**src/core/bcd_map.svh**
```systemverilog
/*
  offsets, codes, field positions, reset values and timing counts
  of the bridge command decoder; included by the decoder and the bench
*/
`ifndef BCD_MAP_SVH
`define BCD_MAP_SVH
// function command codes
`define BCD_CMD_DEV_RESET 8'hf0
`define BCD_CMD_SET_PTR 8'he1
`define BCD_CMD_WR_CFG 8'hd2
`define BCD_CMD_LINE_RST 8'hb4
`define BCD_CMD_ONE_BIT 8'h87
`define BCD_CMD_WR_BYTE 8'ha5
`define BCD_CMD_RD_BYTE 8'h96
`define BCD_CMD_TRIPLET 8'h78
// pointer codes, equal to the register offsets
`define BCD_PTR_STATUS 8'hf0
`define BCD_PTR_RDATA 8'he1
`define BCD_PTR_CFG 8'hc3
// configuration nibble positions
`define BCD_CFG_APU 0
`define BCD_CFG_SPU 2
`define BCD_CFG_SPEED 3
// reset values
`define BCD_CFG_RST 4'h0
`define BCD_RDATA_RST 8'h00
// timing in picoseconds; longest times round down to cycles
`define BCD_CLK_PS 25000
`define BCD_RST_MAX_PS 525000
`define BCD_STOP_MAX_PS 262500
`define BCD_RST_CYC (`BCD_RST_MAX_PS / `BCD_CLK_PS)
`define BCD_STOP_CYC (`BCD_STOP_MAX_PS / `BCD_CLK_PS)
`endif

```
**src/core/bcd_pkg.sv**
```systemverilog
/*
  types of the bridge command decoder: states, pending actions, carriers
  assumes nothing beyond a SystemVerilog compiler
*/
package bcd_pkg;
  typedef enum logic [1:0] {ST_IDLE, ST_PARAM, ST_DROP} bcd_state_e;
  typedef enum logic [2:0] {ACT_NONE, ACT_RESET, ACT_PTR, ACT_CFG, ACT_LAUNCH} bcd_act_e;
  // results handed back by the line engine when a transfer completes
  typedef struct packed {
    logic presence;
    logic shorted;
    logic bit1;
    logic bit2;
    logic dir;
    logic [7:0] data;
  } bcd_res_s;
  // live feature settings
  typedef struct packed {
    logic speed;
    logic strong_pullup_enable;
    logic active_pullup_enable;
  } bcd_cfg_s;
  // line transfer request
  typedef struct packed {
    logic [7:0] cmd;
    logic [7:0] param;
  } bcd_launch_s;
endpackage
```
**src/core/bcd_decoder.sv**
```systemverilog
/*
  command decoder of a two-wire to single-wire bridge: decodes command
  strings, decides acknowledge, keeps pointer, status and configuration.
  assumes a framer on clk that pulses rx_valid per written byte before its
  acknowledge bit, samples ack_reg during that bit, and holds ack_phase high
  across it; a line engine on clk runs transfers and pulses eng_done.
*/
`timescale 1ns/1ps
`include "bcd_map.svh"

// Contract
// - commands arrive as one or two bytes; eight command codes are decoded.
// - acknowledge accepted bytes, withhold acknowledge for bad codes or parameters.
// - pointer codes select status, read data or configuration for reading.
// - device reset code resets all logic and aborts any line transfer; read data keeps its value here.
// - device reset is always accepted, even while busy.
// - device reset completes within 525 ns of acknowledge falling clock edge.
// - line activity stops within 262.5 ns of acknowledge falling clock edge.
// - after device reset the pointer selects the status register.
// - device reset sets reset flag, clears busy and all result flags.
// - device reset clears speed, active pullup and strong pullup bits.
// - set-pointer is code plus pointer byte; pointer moves there.
// - set-pointer overrides transfer pointer, touches nothing else.
// - invalid pointer byte is not acknowledged and command is ignored.
// - pointer updates on rising clock edge of pointer byte acknowledge.
// - configuration write is code plus byte; takes effect at once.
// - configuration byte accepted only if upper nibble inverts lower nibble.
// - configuration reads back zero upper nibble, stored lower nibble.
// - configuration code while busy: code and byte not acknowledged, ignored.
// - configuration stored on rising edge of its acknowledge; no line activity.
// - after configuration write the pointer selects configuration.
// - accepted configuration write clears the reset flag.
// - busy flag is one during a transfer, zero after completion.
module bcd_decoder (
  input wire logic clk,
  input wire logic rstn,
  input wire logic ce,
  input wire logic scl_pin,
  input wire logic line_pin,
  input wire logic rx_valid,
  input wire logic rx_first,
  input wire logic [7:0] rx_byte,
  input wire logic ack_phase,
  input wire logic eng_done,
  input wire bcd_pkg::bcd_res_s eng_res,
  output logic ack_reg,
  output logic [7:0] rd_byte_reg,
  output bcd_pkg::bcd_cfg_s cfg_reg,
  output logic busy_reg,
  output logic abort_reg,
  output logic start_reg,
  output bcd_pkg::bcd_launch_s launch_reg
);
  import bcd_pkg::*;

  localparam int STOP_CYC = `BCD_STOP_CYC;
  localparam int RST_CYC = `BCD_RST_CYC;

  logic scl_s1, scl_s2, scl_s3, line_s1, line_s2;
  logic scl_rise, scl_fall;
  bcd_state_e st_reg, st_next;
  bcd_act_e act_reg, act_next;
  logic [7:0] cmd_reg, cmd_next, pend_reg, pend_next, ptr_reg, ptr_next;
  logic [7:0] rdata_reg, rdata_next, rd_byte_next;
  logic [3:0] cfgn_reg, cfgn_next;
  logic ack_next, busy_next, abort_next, start_next, rstf_reg, rstf_next;
  logic ppd_reg, ppd_next, sd_reg, sd_next, sbr_reg, sbr_next;
  logic tsb_reg, tsb_next, dir_reg, dir_next;
  bcd_launch_s launch_next;

  function automatic logic ptr_ok(input logic [7:0] c);
    return c == `BCD_PTR_STATUS || c == `BCD_PTR_RDATA || c == `BCD_PTR_CFG;
  endfunction

  function automatic logic cfg_ok(input logic [7:0] b);
    return b[7:4] == ~b[3:0];
  endfunction

  // clock and line pins are foreign: two flops, edges from the second on
  always_ff @(posedge clk or negedge rstn) begin
    if (!rstn) begin
      scl_s1 <= 1'b1;
      scl_s2 <= 1'b1;
      scl_s3 <= 1'b1;
      line_s1 <= 1'b1;
      line_s2 <= 1'b1;
    end else if (ce) begin
      scl_s1 <= scl_pin;
      scl_s2 <= scl_s1;
      scl_s3 <= scl_s2;
      line_s1 <= line_pin;
      line_s2 <= line_s1;
    end
  end

  assign scl_rise = scl_s2 & ~scl_s3;
  assign scl_fall = ~scl_s2 & scl_s3;

  // next state of the whole decoder; later blocks win over earlier ones
  always_comb begin
    st_next = st_reg;
    act_next = act_reg;
    cmd_next = cmd_reg;
    pend_next = pend_reg;
    ptr_next = ptr_reg;
    cfgn_next = cfgn_reg;
    ack_next = ack_reg;
    busy_next = busy_reg;
    rstf_next = rstf_reg;
    ppd_next = ppd_reg;
    sd_next = sd_reg;
    sbr_next = sbr_reg;
    tsb_next = tsb_reg;
    dir_next = dir_reg;
    rdata_next = rdata_reg;
    launch_next = launch_reg;
    abort_next = 1'b0;
    start_next = 1'b0;
    // engine completion first, so a launch in the same cycle keeps busy
    // busy ends
    if (eng_done) begin
      busy_next = 1'b0;
      ppd_next = eng_res.presence;
      sd_next = eng_res.shorted;
      sbr_next = eng_res.bit1;
      tsb_next = eng_res.bit2;
      dir_next = eng_res.dir;
      rdata_next = eng_res.data;
    end
    if (rx_valid) begin
      ack_next = 1'b0;
      act_next = ACT_NONE;
      st_next = ST_DROP;
      if (rx_first) begin
        cmd_next = rx_byte;
        unique case (rx_byte)
          `BCD_CMD_DEV_RESET: begin
            ack_next = 1'b1;
            act_next = ACT_RESET;
          end
          `BCD_CMD_SET_PTR: begin
            ack_next = 1'b1;
            st_next = ST_PARAM;
          end
          `BCD_CMD_WR_CFG, `BCD_CMD_ONE_BIT, `BCD_CMD_WR_BYTE, `BCD_CMD_TRIPLET: begin
            ack_next = ~busy_reg;
            st_next = busy_reg ? ST_DROP : ST_PARAM;
          end
          `BCD_CMD_LINE_RST, `BCD_CMD_RD_BYTE: begin
            ack_next = ~busy_reg;
            act_next = busy_reg ? ACT_NONE : ACT_LAUNCH;
          end
          default: ack_next = 1'b0;
        endcase
      end else if (st_reg == ST_PARAM) begin
        pend_next = rx_byte;
        ack_next = 1'b1;
        if (cmd_reg == `BCD_CMD_SET_PTR) begin
          ack_next = ptr_ok(rx_byte);
          act_next = ptr_ok(rx_byte) ? ACT_PTR : ACT_NONE;
        end else if (cmd_reg == `BCD_CMD_WR_CFG) begin
          ack_next = cfg_ok(rx_byte);
          act_next = cfg_ok(rx_byte) ? ACT_CFG : ACT_NONE;
        end else begin
          act_next = ACT_LAUNCH;
        end
      end
    end
    if (ack_phase && scl_rise) begin
      if (act_reg == ACT_PTR) begin
        ptr_next = pend_reg;
        act_next = ACT_NONE;
      end else if (act_reg == ACT_CFG) begin
        cfgn_next = {pend_reg[3:2], 1'b0, pend_reg[0]};
        rstf_next = 1'b0;
        ptr_next = `BCD_PTR_CFG;
        act_next = ACT_NONE;
      end
    end
    // line transfers start when the acknowledge bit ends
    if (ack_phase && scl_fall && act_reg == ACT_LAUNCH) begin
      busy_next = 1'b1;
      start_next = 1'b1;
      launch_next = '{cmd: cmd_reg, param: pend_reg};
      ptr_next = `BCD_PTR_STATUS;
      act_next = ACT_NONE;
    end
    // global reset on ack falling edge
    if (ack_phase && scl_fall && act_reg == ACT_RESET) begin
      abort_next = 1'b1;
      ptr_next = `BCD_PTR_STATUS;
      rstf_next = 1'b1;
      busy_next = 1'b0;
      ppd_next = 1'b0;
      sd_next = 1'b0;
      sbr_next = 1'b0;
      tsb_next = 1'b0;
      dir_next = 1'b0;
      cfgn_next = `BCD_CFG_RST;
      act_next = ACT_NONE;
      st_next = ST_IDLE;
    end
    // read byte follows the pointer; upper config nibble always zero
    // register select
    unique case (ptr_reg)
      `BCD_PTR_RDATA: rd_byte_next = rdata_reg;
      `BCD_PTR_CFG: rd_byte_next = {4'h0, cfgn_reg};
      default: rd_byte_next = {dir_reg, tsb_reg, sbr_reg, rstf_reg,
                               line_s2, sd_reg, ppd_reg, busy_reg};
    endcase
  end

  // register stage; power-on pointer, status and configuration equal the device reset result; read data powers on to zero
  // power-on state
  always_ff @(posedge clk or negedge rstn) begin
    if (!rstn) begin
      st_reg <= ST_IDLE;
      act_reg <= ACT_NONE;
      cmd_reg <= 8'h00;
      pend_reg <= 8'h00;
      ptr_reg <= `BCD_PTR_STATUS;
      cfgn_reg <= `BCD_CFG_RST;
      ack_reg <= 1'b0;
      busy_reg <= 1'b0;
      rstf_reg <= 1'b1;
      ppd_reg <= 1'b0;
      sd_reg <= 1'b0;
      sbr_reg <= 1'b0;
      tsb_reg <= 1'b0;
      dir_reg <= 1'b0;
      rdata_reg <= `BCD_RDATA_RST;
      rd_byte_reg <= 8'h00;
      launch_reg <= '0;
      abort_reg <= 1'b0;
      start_reg <= 1'b0;
      cfg_reg <= '0;
    end else if (ce) begin
      st_reg <= st_next;
      act_reg <= act_next;
      cmd_reg <= cmd_next;
      pend_reg <= pend_next;
      ptr_reg <= ptr_next;
      cfgn_reg <= cfgn_next;
      ack_reg <= ack_next;
      busy_reg <= busy_next;
      rstf_reg <= rstf_next;
      ppd_reg <= ppd_next;
      sd_reg <= sd_next;
      sbr_reg <= sbr_next;
      tsb_reg <= tsb_next;
      dir_reg <= dir_next;
      rdata_reg <= rdata_next;
      rd_byte_reg <= rd_byte_next;
      launch_reg <= launch_next;
      abort_reg <= abort_next;
      start_reg <= start_next;
      cfg_reg <= '{speed: cfgn_next[`BCD_CFG_SPEED], strong_pullup_enable: cfgn_next[`BCD_CFG_SPU],
                   active_pullup_enable: cfgn_next[`BCD_CFG_APU]};
    end
  end
endmodule // bcd_decoder

```
**config.mk**
```make
export PLATFORM = sky130hd
export DESIGN_NAME = bcd_decoder
export DESIGN_NICKNAME = d
export VERILOG_FILES = /design/src/core/bcd_pkg.sv /design/src/core/bcd_decoder.sv
export VERILOG_INCLUDE_DIRS = /design/src /design/src/core
export SDC_FILE = /design/constraint.sdc
export NUM_CORES = 1
export LEC_CHECK = 0
export BUFFER_PORTS_ARGS = -buffer_cell sky130_fd_sc_hd__buf_2
export CAP_MARGIN = 15
export CORE_ASPECT_RATIO = 0.75
export CORE_MARGIN = 2
export CORE_UTILIZATION = 40
export CTS_CLUSTER_SIZE = 16
export DETAILED_ROUTE_END_ITERATION = 7
export MAX_ROUTING_LAYER = met4
export PLACE_DENSITY = 0.63
export SYNTH_ARGS = -nofsm -noshare
export SYNTH_HDL_FRONTEND = slang
export SYNTH_SLANG_ARGS = --single-unit
export TNS_END_PERCENT = 5
```
**constraint.sdc**
```tcl
create_clock -name clk -period 2.37 [get_ports clk]
set_input_delay 0.474 -clock clk [delete_from_list [all_inputs] [get_ports clk]]
set_output_delay 0.474 -clock clk [all_outputs]
set_load 0.01 [all_outputs]
```
; Word-level counts from Yosys, hierarchy flattened
; Index checks and enable logic that the tools add are counted.
[classes]
n_addsub = 0
n_mul = 0
div_mod_pow = 0
n_lt_le_gt_ge = 0
eq_ne = 20
shift = 0
muxes = 53
bitwise_logic = 7
n_reduce_logical = 27
[ops]
columns = op, count
row1 = "== test 8 bit, second input constant", 12
row2 = 2-to-1 mux 8 bit, 5
row3 = 2-to-1 mux 3 bit, 11
row4 = 2-to-1 mux 1 bit, 23
row5 = 2-to-1 mux 4 bit, 4
row6 = case mux 8 bit (2 select lines), 1
row7 = 2-to-1 mux 2 bit, 6
row8 = AND reduction 2 bit, 6
row9 = "== test 8 x 7 -> 1 bit, second input constant", 1
row10 = AND reduction 4 bit, 2
row11 = nonzero test 2 bit, 4
row12 = "== test 3 x 2 -> 1 bit, second input constant", 2
row13 = case mux 3 bit (2 select lines), 1
row14 = AND reduction 3 bit, 2
row15 = nonzero test 3 bit, 2
row16 = OR reduction 6 bit, 1
row17 = == test 4 bit, 1
row18 = logical AND 1 bit, 4
row19 = inverter 1 bit, 4
row20 = inverter 4 bit, 1
row21 = case mux 2 bit (2 select lines), 1
row22 = nonzero test 4 bit, 1
row23 = OR reduction 2 bit, 2
row24 = OR reduction 4 bit, 1
row25 = other kinds (7), 9
[word_totals]
regBits = 83
latch_bits = 0
ramBits = 0
mem_bits_ro = 0
out_inout_bits = 31
elab_cells = 136
n_memories = 0

; Logic depth before layout (Yosys ltp)
[depth]
ltp_word = 13
mapped_depth = 6
ltp_nobuf = 4

; Worst setup path before layout
; OpenSTA, ideal clock, no wires.
[synth_path]
kind = register -> register
from = register scl_s3
to = register launch_reg[11] in the netlist's numbering
setup_time_ps = 125
arrival_ps = 1748
slack_ps = 497
stages_incl_launch_ff = 5
n_path_buf = 1
cell_sequence = dfstp_2 -> nand4bb_1 -> nor3_2 -> buf_4 -> mux2_2
[synth_via]
elab_chain_len = 4
[synth_lines]
columns = item, line_no
row1 = start: declaration, bcd_decoder.sv:59  ; logic scl_s1, scl_s2, scl_s3, line_s1, line_s2;
row2 = start signal: assignment, bcd_decoder.sv:90  ; scl_s3 <= scl_s2;
row3 = AND 1 bit, bcd_decoder.sv:97  ; assign scl_fall = ~scl_s2 & scl_s3;
row4 = logical AND 1 bit (2 in a row), bcd_decoder.sv:181  ; if (ack_phase && scl_fall && act_reg == ACT_LAUNCH) begin
row5 = AND reduction 2 bit (no line), n/a
row6 = end signal: assignment, bcd_decoder.sv:254  ; launch_reg <= launch_next;
row7 = end: declaration, bcd_decoder.sv:52  ; output bcd_pkg::bcd_launch_s launch_reg
; Every way passes these cells.
; A chain may end at the register's enable or synchronous reset.

; Worst setup path in the final report
[layout_path]
from = register ptr_reg[3]
to = register rd_byte_reg[6]
[layout_via]
elab_chain_len = 2
elab_cells_between_ends = 3
classes_between = eq/ne (2) / mux (1)
[layout_lines]
columns = item, line_no
row1 = start: declaration, bcd_decoder.sv:63  ; logic [7:0] cmd_reg, cmd_next, pend_reg, pend_next, ptr_reg, ptr_next;
row2 = start signal: assignment, bcd_decoder.sv:221  ; ptr_reg <= `BCD_PTR_STATUS;
row3 = start signal: assignment, bcd_decoder.sv:242  ; ptr_reg <= ptr_next;
row4 = == test 8 bit, bcd_decoder.sv:205  ; unique case (ptr_reg)
row5 = case mux 8 bit (2 select lines) *, bcd_decoder.sv:205
row6 = end signal: assignment, bcd_decoder.sv:253  ; rd_byte_reg <= rd_byte_next;
row7 = end: declaration, bcd_decoder.sv:47  ; output logic [7:0] rd_byte_reg,
; Mark *: on every way between the ends. The rest lies on a longest branch, timed or not.

==> metrics.csv <==
stage;metric;value;unit
status;status;finished, final reports clean;
power_and_ir_drop;PwrDens;955;nW/um^2
placement;RePlAce Congestion;0.802;
cells_and_area;fin nets;411;
synth;Synth Cell Area;3600;um^2
drt;DRC Markers;0;
critical_path;kind of critical path;register to register;
clocking;H-Tree Depth;3;
critical_path;Worst setup SP type;register;
cells_and_area;synthesis-to-finish area growth;21.6;%
floorplanning;Row Count;29;
floorplanning;Die Span X;114;um
synth;syn avg cell area;11.6;um^2
drt;DR pass1 iterations;4;
placement;DP HPWL;6.08;mm
global_route;pin count of the biggest net entering global routing;57;
sta;fin worst setup slack;0.467;ns
synth;sequential fraction of the synthesis area;55.2;%
critical_path;Buf/Inv on CP;0;
critical_path;delay-heaviest family, CP;simple AND/OR/NAND/NOR gates;
cells_and_area;final cell count without fillers;494;
synth;post-synthesis net count;341;
critical_path;Worst Path Required;2.58;ns
synth;Async S/R FF share, synth;100;%
sta;Fin Setup TNS;0;ns
min_path;Hold Path Class;input pin to asynchronous set/reset pin;
clocking;CTS Hold Bufs;0;
sta;Slew headroom;55.5;%
clocking;clk sinks;79;
placement;DP Worst Slack;0.465;ns
cells_and_area;final instance area;4380;um^2
critical_path;CP Max Fanout;7;
power_and_ir_drop;Switch Pwr;1.18;mW
drt;DRT iter0 DRCs;172;
floorplanning;Die Area;9790;um^2
critical_path;Worst path slowest cell;or4b_4;
power_and_ir_drop;Pwr Total;4.19;mW
floorplanning;Core Area;8600;um^2
placement;dpl cell area;4080;um^2
drt;routed via count;2696;
cells_and_area;share of post-route cells with drive strength above 1;35.5;%
sta;Final Hold Vio Count;0;
critical_path;CP peak stage delay;0.59;ns
floorplanning;Top Ports;61;
power_and_ir_drop;Clk pwr share;33.0;%
global_route;GRT Total Usage;19.0;%
drt;vias per inst;5.46;
cells_and_area;Final Util;51.0;%
sta;FMAX;525;MHz
clocking;CTS Buffer Depth;2;
synth;synth unique cells;50;
clocking;CTS tree;yes;
power_and_ir_drop;combinational share of power;22.3;%
cells_and_area;number of antenna diodes;0;
power_and_ir_drop;Flop pwr share;44.7;%
critical_path;Worst EP arrival;2.11;ns
placement;Placed Cells;478;
power_and_ir_drop;switching portion of total power;28.2;%
clocking;Clk Tree Root Cell;clkbuf_16;
synth;Synth Flop Type;dfrtp_1;
sta;Hold WS;0.0423;ns
clocking;postcts setup bufs;0;
power_and_ir_drop;Pleak;2.01;nW
sta;final setup fails;0;
synth;Seq cells post-synth;79;
clocking;cts repair resizes;0;
sta;worst slew pin tran;0.658;ns
global_route;first-pass GRT wire length;14.0;mm
clocking;total CTS buffers;9;
synth;Syn. warnings;0;
sta;fin crit share;80.3;%
global_route;vias in the first global route;2722;
floorplanning;Initial Util;41.9;%
synth;post-synthesis cell count;311;
synth;EDFF count, synth;0;
critical_path;critical path capture point type;register;
cells_and_area;number of flip-flops in the largest register;16;
floorplanning;Die Y-Extent;86.2;um
sta;worst setup skew after layout;0.00651;ns
sta;final critical path time including I/O delays and setup;1.90;ns
clocking;clock-pin slew on the worst setup and hold paths;0.06;ns
power_and_ir_drop;Max VDD drop;0.458;mV
power_and_ir_drop;Pint;3.00;mW
job;count of maximum capacitance violations;0;
sta;count of pins over their slew limit;0;
drt;routed length per instance;17.0;um
critical_path;crit-path cells;or4b_4, or3_4, a221oi_1, nor2_1;
drt;WL final;8.38;mm
sta;setup repair after global routing missed its margin;false;
placement;port bufs;60;
drt;Detail Route Antenna Nets;0;
global_route;antenna violations before repair;0;
clocking;clk_lat worst skew;0.33;ns
global_route;GRT overflow;0;
[area by class of cell]
type	instances	area [um^2]
Clock inverter	3	42.5
Sequential cell	79	1990
Timing Repair Buffer	71	398
Multi-Input combinational cell	212	1530
Fill cell	739	4220
Inverter	8	30.0
Clock buffer	13	260
Tap cell	108	135
[logic make-up after synthesis]
logic type / Yosys count / synth area share (%)
AO/OA/AOI/OAI: 74 / 14.4
flip-flops: 79 / 55.2
XOR/XNOR: 6 / 1.46
AND/OR/NAND/NOR: 93 / 14.3
buffers and inverters: 20 / 2.40
multiplexers: 39 / 12.2
[power by group through the flow]
stage / Sequential (mW) / Clock, mW / Combinational (mW)
final: 1.87 / 1.38 / 0.931
after global routing: 1.91 / 1.47 / 1.05
after CTS: 1.87 / 1.42 / 0.942
after detailed placement: 1.89 / 0 / 0.938
after global placement: 1.88 / 0 / 0.919
after floorplan: 1.89 / 0 / 0.598
[worst register-to-register path: cells and delay by family, from the launching register on]
| kind | cells | cell delay, ns |
|---|---|---|
| AO/OA/AOI/OAI | 1 | 0.33 |
| flip-flops | 1 | 0.38 |
| AND/OR/NAND/NOR | 3 | 1.08 |
[path summary, 6_finish.rpt]
kind	cells after the start	to	slack, ns	from
worst min-delay path	1	launch_reg[0]	0.04	rstn
worst max register to register	4	rd_byte_reg[6]	0.47	ptr_reg[3]
min in group clk	2	ppd_reg	0.37	eng_res[12]
max in group asynchronous	2	rstf_reg	1.69	rstn
worst min register to register	1	start_reg	0.48	start_reg
worst max-delay path	4	rd_byte_reg[6]	0.47	ptr_reg[3]
[synthesized netlist by cell type, drive strengths merged (3+ instances only)]
master   instances  area (um^2)
and2             3         18.8
o31ai            3         22.5
nor4bb           5         50.1
dfrtp           69         1730
dfstp           10          263
nor4             5         31.3
nand4bb          3         33.8
mux2            39          439
nand2b           4         25.0
o41ai            3         26.3
o21ai           18         90.1
inv              8         30.0
a22o             8         70.1
nor2            21         78.8
clkbuf          10         37.5
nand2           30          113
a21oi           13         65.1
a221oi           6         52.6
xnor2            6         52.6
nor2b            5         31.3
nor3             6         40.0
[routing by layer]
layer  part of all wire, %  track usage, %
met5                     0               -
met4                  0.35            5.10
met3                   5.4            4.76
met1                    50            27.4
met2                    44            27.0
[cells in the final DEF, fill, tap and decap left out, types with 2 or more instances in the layout]
cell       count
a21o_1         2
a21oi_1       13
a221oi_1       6
a22o_1         8
a31oi_1        2
a41oi_1        2
and2_1         3
buf_2         59
buf_4         11
clkbuf_1       2
clkbuf_16      9
clkbuf_8       2
dfrtp_1       69
dfstp_2       10
inv_1          8
mux2_1         3
mux2_2        36
nand2_1       30
nand2b_1       4
nand4bb_1      3
nor2_1        21
nor2b_1        5
nor3_1         4
nor3_2         2
nor3b_1        2
nor4_1         5
nor4bb_1       5
o2111ai_1      2
o211a_1        2
o21a_1         2
o21ai_0       17
o21bai_1       2
o2bb2ai_1      2
o31ai_1        3
o41ai_1        3
or3b_2         2
xnor2_1        6
Note: power is estimated with default switching activity, not from simulation.
